File: config.mk
export PLATFORM = sky130hd
export DESIGN_NAME = acl_action_combiner
export DESIGN_NICKNAME = d
export VERILOG_FILES = /design/src/hw/acl_pkg.sv /design/src/hw/acl_step_if.sv /design/src/hw/acl_action_apply.sv /design/src/hw/acl_action_combiner.sv
export VERILOG_INCLUDE_DIRS = /design/src /design/src/hw
export SDC_FILE = /design/constraint.sdc
export NUM_CORES = 1
export LEC_CHECK = 0
export BUFFER_PORTS_ARGS = -buffer_cell sky130_fd_sc_hd__buf_2
export CORE_AREA = 2 2 153 155
export CTS_BUF_LIST = sky130_fd_sc_hd__clkbuf_4 sky130_fd_sc_hd__clkbuf_8
export DETAILED_ROUTE_END_ITERATION = 16
export DIE_AREA = 0 0 155 157
export PLACE_DENSITY_LB_ADDON = 0.3
export SETUP_SLACK_MARGIN = 0.4
export SLEW_MARGIN = 0
export SYNTH_ARGS = -nofsm -noshare
export SYNTH_HDL_FRONTEND = slang
export SYNTH_SLANG_ARGS = --single-unit
File: constraint.sdc
create_clock -name pclk -period 2.3 [get_ports pclk]
set_input_delay 0.345 -clock pclk [delete_from_list [all_inputs] [get_ports pclk]]
set_output_delay 0.345 -clock pclk [all_outputs]
set_load 0.005 [all_outputs]
File: src/hw/acl_defines.svh
// constants for the action combiner: offsets, field values, widths
`ifndef ACL_DEFINES_SVH
`define ACL_DEFINES_SVH
// register byte offsets
`define OFF_CTRL 12'h000
`define OFF_MERGES 12'h004
`define OFF_LAST 12'h008
// control fields
`define CTRL_COMBINE_BIT 0
`define CTRL_OUTER_ONLY_BIT 1
`define CTRL_RESET 32'h0000_0001
`define ZERO32 32'h0000_0000
`define ONE32 32'h0000_0001
// last-result field positions
`define LAST_MODE_LSB 0
`define LAST_OVR_FIRST_BIT 4
`define LAST_OVR_SECOND_BIT 5
// field widths
`define W_POL 8
`define W_LOG 4
`define W_MODE 3
`define W_PORTS 12
`define W_MIR 2
`define W_REW 4
`define W_RTM 4
`define W_L4P 16
`define W_TAG 8
`define W_CNT 6
// port-mask mode encodings
`define MODE_KEEP 3'h0
`define MODE_AND 3'h1
`define MODE_OR 3'h2
`define MODE_REPLACE_ALL 3'h3
`define MODE_REDIRECT_TO_GROUP 3'h4
`define MODE_REPLACE 3'h5
`define MODE_STACKING_FORWARD 3'h6
`endif

File: src/hw/acl_pkg.sv
// types shared by the action combiner and its per-action stage
package acl_pkg;
`include "acl_defines.svh"
    typedef struct packed {
        logic inner_point_select;
        logic pipeline_override;
        logic learning_disable;
        logic routing_disable;
        logic policer_enable;
        logic [`W_POL-1:0] policer_index;
        logic [`W_LOG-1:0] log_message_interval;
        logic [`W_MODE-1:0] mask_mode;
        logic [`W_PORTS-1:0] port_mask;
        logic [`W_MIR-1:0] mirror_target_select;
        logic [`W_REW-1:0] rewriter_command;
        logic hop_limit_update;
        logic test_sequence_numbering;
        logic [`W_RTM-1:0] acl_routing_mode;
        logic layer4_rewrite_enable;
        logic [`W_L4P-1:0] l4_src_port;
        logic [`W_L4P-1:0] l4_dst_port;
        logic [`W_TAG-1:0] match_tag;
        logic [`W_TAG-1:0] match_tag_mask;
        logic address_swap_enable;
        logic [`W_CNT-1:0] counter_index;
    } action_t;
    typedef struct packed {
        logic learning_disable;
        logic routing_disable;
        logic policer_enable;
        logic [`W_POL-1:0] policer_index;
        logic [`W_LOG-1:0] log_message_interval;
        logic [`W_MODE-1:0] mask_mode;
        logic [`W_PORTS-1:0] port_mask;
        logic [`W_MIR-1:0] mirror_target_select;
        logic [`W_REW-1:0] rewriter_command;
        logic hop_limit_update;
        logic test_sequence_numbering;
        logic [`W_RTM-1:0] acl_routing_mode;
        logic layer4_rewrite_enable;
        logic [`W_L4P-1:0] l4_src_port;
        logic [`W_L4P-1:0] l4_dst_port;
        logic [`W_TAG-1:0] match_tag;
        logic address_swap_enable;
    } result_t;
endpackage

File: src/hw/acl_step_if.sv
// carrier between the combiner and one action stage
`timescale 1ns/1ps
interface acl_step_if;
    import acl_pkg::*;
    result_t res_in;
    action_t act;
    logic en;
    result_t res_out;
    modport stage (input res_in, input act, input en, output res_out);
    modport host (output res_in, output act, output en, input res_out);
endinterface

File: src/hw/acl_action_apply.sv
// applies one action onto the result built so far
`timescale 1ns/1ps
`include "acl_defines.svh"
module acl_action_apply
    import acl_pkg::*;
(
    acl_step_if.stage st
);
    logic sticky_w;

    // a sticky earlier mode locks mode and mask against later actions
    assign sticky_w = (st.res_in.mask_mode == `MODE_REPLACE_ALL) ||
                      (st.res_in.mask_mode == `MODE_REDIRECT_TO_GROUP) ||
                      (st.res_in.mask_mode == `MODE_STACKING_FORWARD);

    // disabled stage passes the result untouched
    always_comb
    begin
        st.res_out = st.res_in;
        if (st.en)
        begin
            // sticky bits only ever set
            st.res_out.learning_disable = st.res_in.learning_disable | st.act.learning_disable;
            st.res_out.routing_disable = st.res_in.routing_disable | st.act.routing_disable;
            st.res_out.policer_enable = st.res_in.policer_enable | st.act.policer_enable;
            st.res_out.address_swap_enable = st.res_in.address_swap_enable | st.act.address_swap_enable;
            if (st.act.policer_enable)
                st.res_out.policer_index = st.act.policer_index;
            if (st.act.log_message_interval != '0)
                st.res_out.log_message_interval = st.act.log_message_interval;
            if (!sticky_w && st.act.mask_mode != `MODE_KEEP)
            begin
                st.res_out.mask_mode = st.act.mask_mode;
                case (st.act.mask_mode)
                    `MODE_AND: st.res_out.port_mask = st.res_in.port_mask & st.act.port_mask;
                    `MODE_OR: st.res_out.port_mask = st.res_in.port_mask | st.act.port_mask;
                    `MODE_REPLACE_ALL, `MODE_REDIRECT_TO_GROUP, `MODE_REPLACE, `MODE_STACKING_FORWARD:
                        st.res_out.port_mask = st.act.port_mask;
                    default: st.res_out.port_mask = st.res_in.port_mask;
                endcase
            end
            if (st.act.mirror_target_select != '0)
                st.res_out.mirror_target_select = st.act.mirror_target_select;
            // each bit is one function; or-ing keeps distinct ones, same ones merge
            st.res_out.rewriter_command = st.res_in.rewriter_command | st.act.rewriter_command;
            st.res_out.hop_limit_update = st.res_in.hop_limit_update | st.act.hop_limit_update;
            st.res_out.test_sequence_numbering =
                st.res_in.test_sequence_numbering | st.act.test_sequence_numbering;
            st.res_out.acl_routing_mode = st.res_in.acl_routing_mode | st.act.acl_routing_mode;
            if (st.act.layer4_rewrite_enable)
            begin
                st.res_out.layer4_rewrite_enable = 1'b1;
                st.res_out.l4_src_port = st.act.l4_src_port;
                st.res_out.l4_dst_port = st.act.l4_dst_port;
            end
            // masked bits of the tag come from this action, the rest carry over
            st.res_out.match_tag = (st.res_in.match_tag & ~st.act.match_tag_mask) |
                                   (st.act.match_tag & st.act.match_tag_mask);
        end
    end
endmodule

File: src/hw/acl_action_combiner.sv
// combiner of the two lookup actions, with apb control and status
//
// Added by the designer: the register offsets and register access over APB.
`timescale 1ns/1ps
`include "acl_defines.svh"
// Summary of operation
// - learning, routing disable and policer enable sticky
// - second policer index only when its policer set
// - pipeline override kept per action, never merged
// - second log interval wins only when nonzero
// - port mask per action; sticky first blocks second
// - modes 3, 4, 6 are sticky
// - second mirror target wins only when nonzero
// - rewriter: same function second wins, different both
// - hop limit, sequence, routing mode: same merge
// - second layer4 ports only when its enable set
// - match tag chained through both actions with masks
// - both processed: two counters incremented, one each
// - non-sticky fields: later processing takes precedence
// - sticky set earlier is never cleared later
// - order: outer first, second; then inner first, second
module acl_action_combiner
    import acl_pkg::*;
#(
    parameter int ADDR_W = 12
)
(
    input wire logic pclk,
    input wire logic presetn,
    input wire logic psel,
    input wire logic penable,
    input wire logic pwrite,
    input wire logic [ADDR_W-1:0] paddr,
    input wire logic [31:0] pwdata,
    output logic [31:0] prdata,
    output logic pready,
    output logic pslverr,
    input wire logic act_valid,
    input wire action_t act_first,
    input wire action_t act_second,
    input wire logic apply_first,
    input wire logic apply_second,
    input wire logic [`W_PORTS-1:0] fwd_mask_in,
    output logic res_valid,
    output result_t res,
    output logic pl_override_first,
    output logic pl_override_second,
    output logic cnt_inc_first,
    output logic [`W_CNT-1:0] cnt_idx_first,
    output logic cnt_inc_second,
    output logic [`W_CNT-1:0] cnt_idx_second
);
    logic [31:0] ctrl_q;
    logic [31:0] merges_q;
    logic [`W_MODE-1:0] last_mode_q;
    logic wr_w;
    logic rd_setup_w;
    logic hit_w;
    logic combine_w;
    logic outer_only_w;
    logic en_first_w;
    logic en_second_w;
    logic swap_w;
    logic take_w;
    result_t start_w;

    acl_step_if step [2] ();

    // zero-wait slave: every access completes in its first access cycle
    assign pready = 1'b1;
    assign wr_w = psel && penable && pwrite;
    assign rd_setup_w = psel && !penable && !pwrite;
    assign hit_w = (paddr == ADDR_W'(`OFF_CTRL)) || (paddr == ADDR_W'(`OFF_MERGES)) ||
                   (paddr == ADDR_W'(`OFF_LAST));
    assign pslverr = psel && penable && !hit_w;

    // control register; unmapped writes are dropped with an error
    always_ff @(posedge pclk or negedge presetn)
    begin
        if (!presetn)
            ctrl_q <= `CTRL_RESET;
        else if (wr_w && paddr == ADDR_W'(`OFF_CTRL))
            ctrl_q <= pwdata;
    end

    assign combine_w = ctrl_q[`CTRL_COMBINE_BIT];
    assign outer_only_w = ctrl_q[`CTRL_OUTER_ONLY_BIT];

    // read data is loaded in the setup cycle so it comes from a flop
    always_ff @(posedge pclk or negedge presetn)
    begin
        if (!presetn)
            prdata <= `ZERO32;
        else if (rd_setup_w)
        begin
            if (paddr == ADDR_W'(`OFF_CTRL))
                prdata <= ctrl_q;
            else if (paddr == ADDR_W'(`OFF_MERGES))
                prdata <= merges_q;
            else if (paddr == ADDR_W'(`OFF_LAST))
                prdata <= {26'h0, pl_override_second, pl_override_first, 1'b0, last_mode_q};
            else
                prdata <= `ZERO32;
        end
    end

    // pipeline state may suppress an action; outer_only drops inner ones
    assign en_first_w = apply_first && !(outer_only_w && act_first.inner_point_select);
    assign en_second_w = apply_second && !(outer_only_w && act_second.inner_point_select);
    // only an inner first with an outer second reverses the order
    assign swap_w = act_first.inner_point_select && !act_second.inner_point_select;
    assign take_w = act_valid && combine_w;

    // the forwarding mask entering the combiner seeds the chain
    always_comb
    begin
        start_w = '0;
        start_w.port_mask = fwd_mask_in;
    end

    // stage 0 runs the earlier action, stage 1 the later on its result
    assign step[0].res_in = start_w;
    assign step[0].act = swap_w ? act_second : act_first;
    assign step[0].en = swap_w ? en_second_w : en_first_w;
    assign step[1].res_in = step[0].res_out;
    assign step[1].act = swap_w ? act_first : act_second;
    assign step[1].en = swap_w ? en_first_w : en_second_w;

    for (genvar i = 0; i < 2; i++)
    begin : g_stage
        acl_action_apply u_apply (
            .st(step[i])
        );
    end

    // merged result and valid pulse
    always_ff @(posedge pclk or negedge presetn)
    begin
        if (!presetn)
        begin
            res <= '0;
            res_valid <= 1'b0;
        end
        else
        begin
            res_valid <= take_w;
            if (take_w)
                res <= step[1].res_out;
        end
    end

    // override flags are reported per action without merging
    always_ff @(posedge pclk or negedge presetn)
    begin
        if (!presetn)
        begin
            pl_override_first <= 1'b0;
            pl_override_second <= 1'b0;
        end
        else if (take_w)
        begin
            pl_override_first <= act_first.pipeline_override;
            pl_override_second <= act_second.pipeline_override;
        end
    end

    // one statistics counter bump per processed action
    always_ff @(posedge pclk or negedge presetn)
    begin
        if (!presetn)
        begin
            cnt_inc_first <= 1'b0;
            cnt_inc_second <= 1'b0;
            cnt_idx_first <= '0;
            cnt_idx_second <= '0;
        end
        else
        begin
            cnt_inc_first <= take_w && en_first_w;
            cnt_inc_second <= take_w && en_second_w;
            if (take_w)
            begin
                cnt_idx_first <= act_first.counter_index;
                cnt_idx_second <= act_second.counter_index;
            end
        end
    end

    // status: merge count (a write clears it, a merge in that cycle is counted after the clear, giving one) and last mode
    always_ff @(posedge pclk or negedge presetn)
    begin
        if (!presetn)
        begin
            merges_q <= `ZERO32;
            last_mode_q <= '0;
        end
        else
        begin
            if (take_w && wr_w && paddr == ADDR_W'(`OFF_MERGES))
                merges_q <= `ONE32;
            else if (take_w)
                merges_q <= merges_q + `ONE32;
            else if (wr_w && paddr == ADDR_W'(`OFF_MERGES))
                merges_q <= `ZERO32;
            if (take_w)
                last_mode_q <= step[1].res_out.mask_mode;
        end
    end

    // checks on the merge, both actions outer unless stated
    logic both_outer_w;
    assign both_outer_w = !act_first.inner_point_select && !act_second.inner_point_select;

    sticky_bits_a: assert property (@(posedge pclk) disable iff (!presetn)
        take_w && en_first_w && act_first.learning_disable |=> res_valid && res.learning_disable)
        else $error("learning disable was cleared");

    policer_idx_a: assert property (@(posedge pclk) disable iff (!presetn)
        take_w && en_first_w && en_second_w && both_outer_w && !act_second.policer_enable
        && act_first.policer_enable |=> res.policer_index == $past(act_first.policer_index))
        else $error("policer index replaced without enable");

    override_a: assert property (@(posedge pclk) disable iff (!presetn)
        take_w |=> pl_override_first == $past(act_first.pipeline_override)
        && pl_override_second == $past(act_second.pipeline_override))
        else $error("override flags merged");

    log_int_a: assert property (@(posedge pclk) disable iff (!presetn)
        take_w && en_first_w && en_second_w && both_outer_w && act_second.log_message_interval == '0
        |=> res.log_message_interval == $past(act_first.log_message_interval))
        else $error("zero log interval overrode first");

    mask_sticky_a: assert property (@(posedge pclk) disable iff (!presetn)
        take_w && en_first_w && both_outer_w && act_first.mask_mode == `MODE_STACKING_FORWARD
        |=> res.mask_mode == `MODE_STACKING_FORWARD && res.port_mask == $past(act_first.port_mask))
        else $error("sticky mask mode overwritten");

    mirror_a: assert property (@(posedge pclk) disable iff (!presetn)
        take_w && en_second_w && act_second.mirror_target_select != '0
        && !(swap_w && en_first_w && act_first.mirror_target_select != '0)
        |=> res.mirror_target_select == $past(act_second.mirror_target_select))
        else $error("nonzero mirror target not taken");

    layer4_a: assert property (@(posedge pclk) disable iff (!presetn)
        take_w && en_first_w && en_second_w && both_outer_w && act_second.layer4_rewrite_enable
        |=> res.l4_dst_port == $past(act_second.l4_dst_port))
        else $error("layer4 ports not replaced");

    counters_a: assert property (@(posedge pclk) disable iff (!presetn)
        take_w && en_first_w && en_second_w |=> cnt_inc_first && cnt_inc_second
        ##1 !cnt_inc_first || $past(take_w))
        else $error("two counters not bumped");

    order_a: assert property (@(posedge pclk) disable iff (!presetn)
        take_w && en_first_w && en_second_w && swap_w && act_first.log_message_interval != '0
        |=> res.log_message_interval == $past(act_first.log_message_interval))
        else $error("inner first action not processed last");

    suppress_a: assert property (@(posedge pclk) disable iff (!presetn)
        take_w && en_first_w && !en_second_w
        |=> res.mirror_target_select == $past(act_first.mirror_target_select)
        && !cnt_inc_second)
        else $error("suppressed action leaked into result");

    both_cover_c: cover property (@(posedge pclk) disable iff (!presetn)
        take_w && en_first_w && en_second_w ##1 res_valid);
    swap_cover_c: cover property (@(posedge pclk) disable iff (!presetn)
        take_w && swap_w && en_first_w && en_second_w);
    sticky_cover_c: cover property (@(posedge pclk) disable iff (!presetn)
        take_w && en_first_w && act_first.mask_mode == `MODE_REDIRECT_TO_GROUP && en_second_w);
endmodule

==> summary.md <==
| Metric | Value |
|---|---|
| CTS tree | `done` |
| Status | `finished clean` |
| Post-synth EDFFs | `0` |
| Relative slew slack | `0.577` |
| CP Capture Type | `flop` |
| Clk_lat worst skew | `0.49 ns` |
| Pre-CTS setup slack | `around 0.032 ns` |
| Initial antenna violation count | `9` |
| Fill cells | `1963` |
| CTS clk-pin slew, worst paths | `around 0.13 ns` |
| Sw frac | `0.308` |
| Nets | `1796` |
| Max-cap viol count | `0` |
| Clock sinks | `197` |
| Actual slew at the worst max-slew pin | `0.635 ns` |
| Min-delay worst type | `in -> reg` |
| First-pass DRT Iterations | `6` |
| Routability-driven placement congestion ratio | `a little under 1` |
| Commonest non-fill, non-tap cell in the layout | `buf_2` |
| Commonest cells after routing, fill and taps aside | `buf_2 (396), dfrtp_1 (194), nand2_1 (169), nor2_1 (115), a21oi_1 (72)` |
| Gr ovfl total | `0` |
| WL final | `around 36 mm` |
| Psw | `2200 µW` |
| Num CTS Buffers | `17` |
| Power Density | `516 mW/mm²` |
| Synth cell types | `61` |
| Critical path class | `reg -> reg` |
| Num rows | `55` |
| Vias | `roughly 11000` |
| PortBufs | `397` |
| Hold Fails Final Rpt | `0` |
| Power share of the sequential group | `0.508` |
| Synth async-reset ratio | `1.00` |
| Syn nets | `1393` |
| Minimum clock period | `1.88 ns` |
| Reg-to-reg setup timing slack | `0.42 ns` |
| Max Fclk | `532 MHz` |
| Overall Power | `7120 µW` |
| Synthesis-to-layout area growth | `31.3%` |
| Antenna viol nets, final | `0` |
| Crit path max fanout | `6` |
| YS warnings | `0` |
| PnR worst setup slack | `0.422 ns` |
| H-tree Lvls | `4` |
| CTS max path bufs | `2` |
| Routed len/inst | `19.8 µm` |
| Int Pwr | `4930 µW` |
| Syn Inst Count | `approximately 1100` |
| Hold_ws | `0.0357 ns` |
| Share of layout cells above drive strength 1 | `0.378` |
| Final setup viols | `0` |
| DRC errors left | `0` |
| WP data required | `2.65 ns` |
| Dominant synthesized flop cell | `dfrtp_1` |
| Post-Route Setup TNS | `0 ns` |
| Fin Clk Skew | `0.0363 ns` |
| Effective utilization at floorplan | `0.467` |
| Global-route wire length before repair | `55.1 mm` |
| Die W | `between 150 and 200 µm` |
| Critical Path Start Type | `flop` |
| Number of global-route vias before repair | `10200` |
| Period utilisation layout | `0.817` |
| Die ar. | `0.0243 mm²` |
| Final HPWL DP | `26.5 mm` |
| Clk root buf | `clkbuf_8` |
| Pin count of the biggest net entering global routing | `about 70` |
| Logic pwr share | `0.163` |
| Number of synthesized register bits | `197` |
| RSZ-0062 raised after global routing | `true` |
| Core area | `0.0225 mm²` |
| IO Count | `399` |
| Synthesized area | `approximately 0.011 mm²` |
| Clock group share of total power | `0.329` |
| All-Layer GR Usage | `0.290` |
| Leakage | `0.00705 µW` |
| IR drop worst, VDD | `0.396 mV` |
| Via-per-instance ratio | `~5.7` |
| Worst Path Arrival | `between 2 and 2.5 ns` |
| 1st-iter DRT viols | `741` |
| Synthesized area per cell | `9.32 µm²` |
| Sequential fraction of the synthesis area | `0.469` |
| Die H | `157 µm` |
| Pins Over Slew Limit | `0` |
-- worst paths after layout --
check,start,to,depth (start not counted)
worst max-delay path,ctrl_q[1]$_DFFE_PN0P_,res[59]$_DFFE_PN0P_,9
worst min register to register,cnt_idx_first[5]$_DFFE_PN0P_,cnt_idx_first[5]$_DFFE_PN0P_,2
max in group asynchronous,presetn,res[29]$_DFFE_PN0P_,3
worst min-delay path,act_first[1],cnt_idx_first[1]$_DFFE_PN0P_,3
worst max register to register,ctrl_q[1]$_DFFE_PN0P_,res[59]$_DFFE_PN0P_,9
min in group asynchronous,presetn,ctrl_q[6]$_DFFE_PN0P_,2
-- cells by family (layout without fill, tap and decap cells) --
| group | after synthesis | count (layout) | synth area share |
|---|---|---|---|
| mux | 105 | 105 | 0.105 |
| xor+xnor | 28 | 28 | 0.0233 |
| other cells | 1 | 7 | 0.000357 |
| fa+ha+maj | 1 | 1 | 0.00119 |
| simple gates | 433 | 433 | 0.190 |
| compound gates | 261 | 261 | 0.168 |
| buf+inv | 102 | 518 | 0.0437 |
| flops | 197 | 197 | 0.469 |
-- flip-flops by register name, summed over array words and instances (netlist names), 6 cells and up --
| register | flops |
|---|---|
| prdata | 32 |
| cnt_idx_first | 6 |
| res | 84 |
| merges_q | 32 |
| cnt_idx_second | 6 |
| ctrl_q | 32 |
-- power by group through the flow --
stage / combinational, µW / clock (µW) / sequential [µW]
after CTS: 1110 / 2380 / 3620
after global placement: 1080 / 0 / 3680
after detailed placement: 1100 / 0 / 3690
final: 1160 / 2340 / 3620
after floorplan: 470 / 0 / 3690
after global routing: 1260 / 2530 / 3630
-- worst max-delay path, stage by stage (launching register included) --
cell       delay (ns)
dfrtp_2          0.46
buf_4            0.17
inv_1            0.11
a32oi_2          0.13
buf_4            0.17
a21oi_2          0.17
buf_6            0.16
o211ai_1         0.09
o2111ai_1        0.13
o221ai_1         0.18
-- final cells by class --
cell class | count | area (µm²) | share of cell area
Multi-Input combinational cell | 829 | 5320 | 0.386
Sequential cell | 197 | 4930 | 0.358
Timing Repair Buffer | 472 | 2700 | 0.196
Tap cell | 285 | 357 | 0.0258
Clock buffer | 17 | 234 | 0.0170
Clock inverter | 15 | 179 | 0.0130
Inverter | 14 | 53.8 | 0.00390
Antenna cell | 6 | 15.0 | 0.00109
-- cells in the mapped netlist (5+ instances only) --
cell / count / area [µm²]
dfrtp_1: 196 / 4900
nand2_1: 170 / 638
nor2_1: 116 / 435
a21oi_1: 74 / 370
mux2i_1: 69 / 691
o21ai_0: 56 / 280
nand3_1: 55 / 275
clkbuf_1: 49 / 184
mux2_2: 30 / 338
a22oi_1: 27 / 203
nor3b_1: 25 / 188
buf_2: 24 / 120
o211ai_1: 24 / 180
nor3_1: 19 / 95.1
xor2_1: 18 / 158
a221oi_1: 17 / 149
inv_1: 14 / 52.6
o31a_1: 13 / 114
o31ai_1: 13 / 97.6
o211ai_2: 10 / 125
xnor2_1: 10 / 87.6
a222oi_1: 8 / 80.1
buf_4: 8 / 60.1
and2_1: 7 / 43.8
nor4_1: 7 / 43.8
and4_1: 6 / 52.6
nand4_1: 5 / 31.3
-- what timing repair did --
action	4_1_cts	5_1_grt
hold buffers	1	0
endpoints found under the setup margin	27	70
pin swaps	2	15
buffers inserted	1	14
hold endpoints to repair	66	0
cloned	0	3
resized for setup	6	32
-- metal layers --
metal  global-route usage  up-vias  wire (µm)
li1                     -     4834          -
met4                0.135        4       1780
met5                    0        -         24
met2                0.498      573      18200
met3               0.0647      115       2790
met1                0.350     5016      13600
-- metrics by stage --
step / std cells / utilization / instance area, µm²
after detailed placement: 1778 / 0.580 / 13100
after CTS: 1812 / 0.600 / 13500
after global routing: 1834 / 0.613 / 13800
after global placement: 1778 / 0.580 / 13100
after floorplan: 1128 / - / 10600
final: 1835 / 0.613 / 13800
No activity file was read; power rests on OpenSTA's default activity.
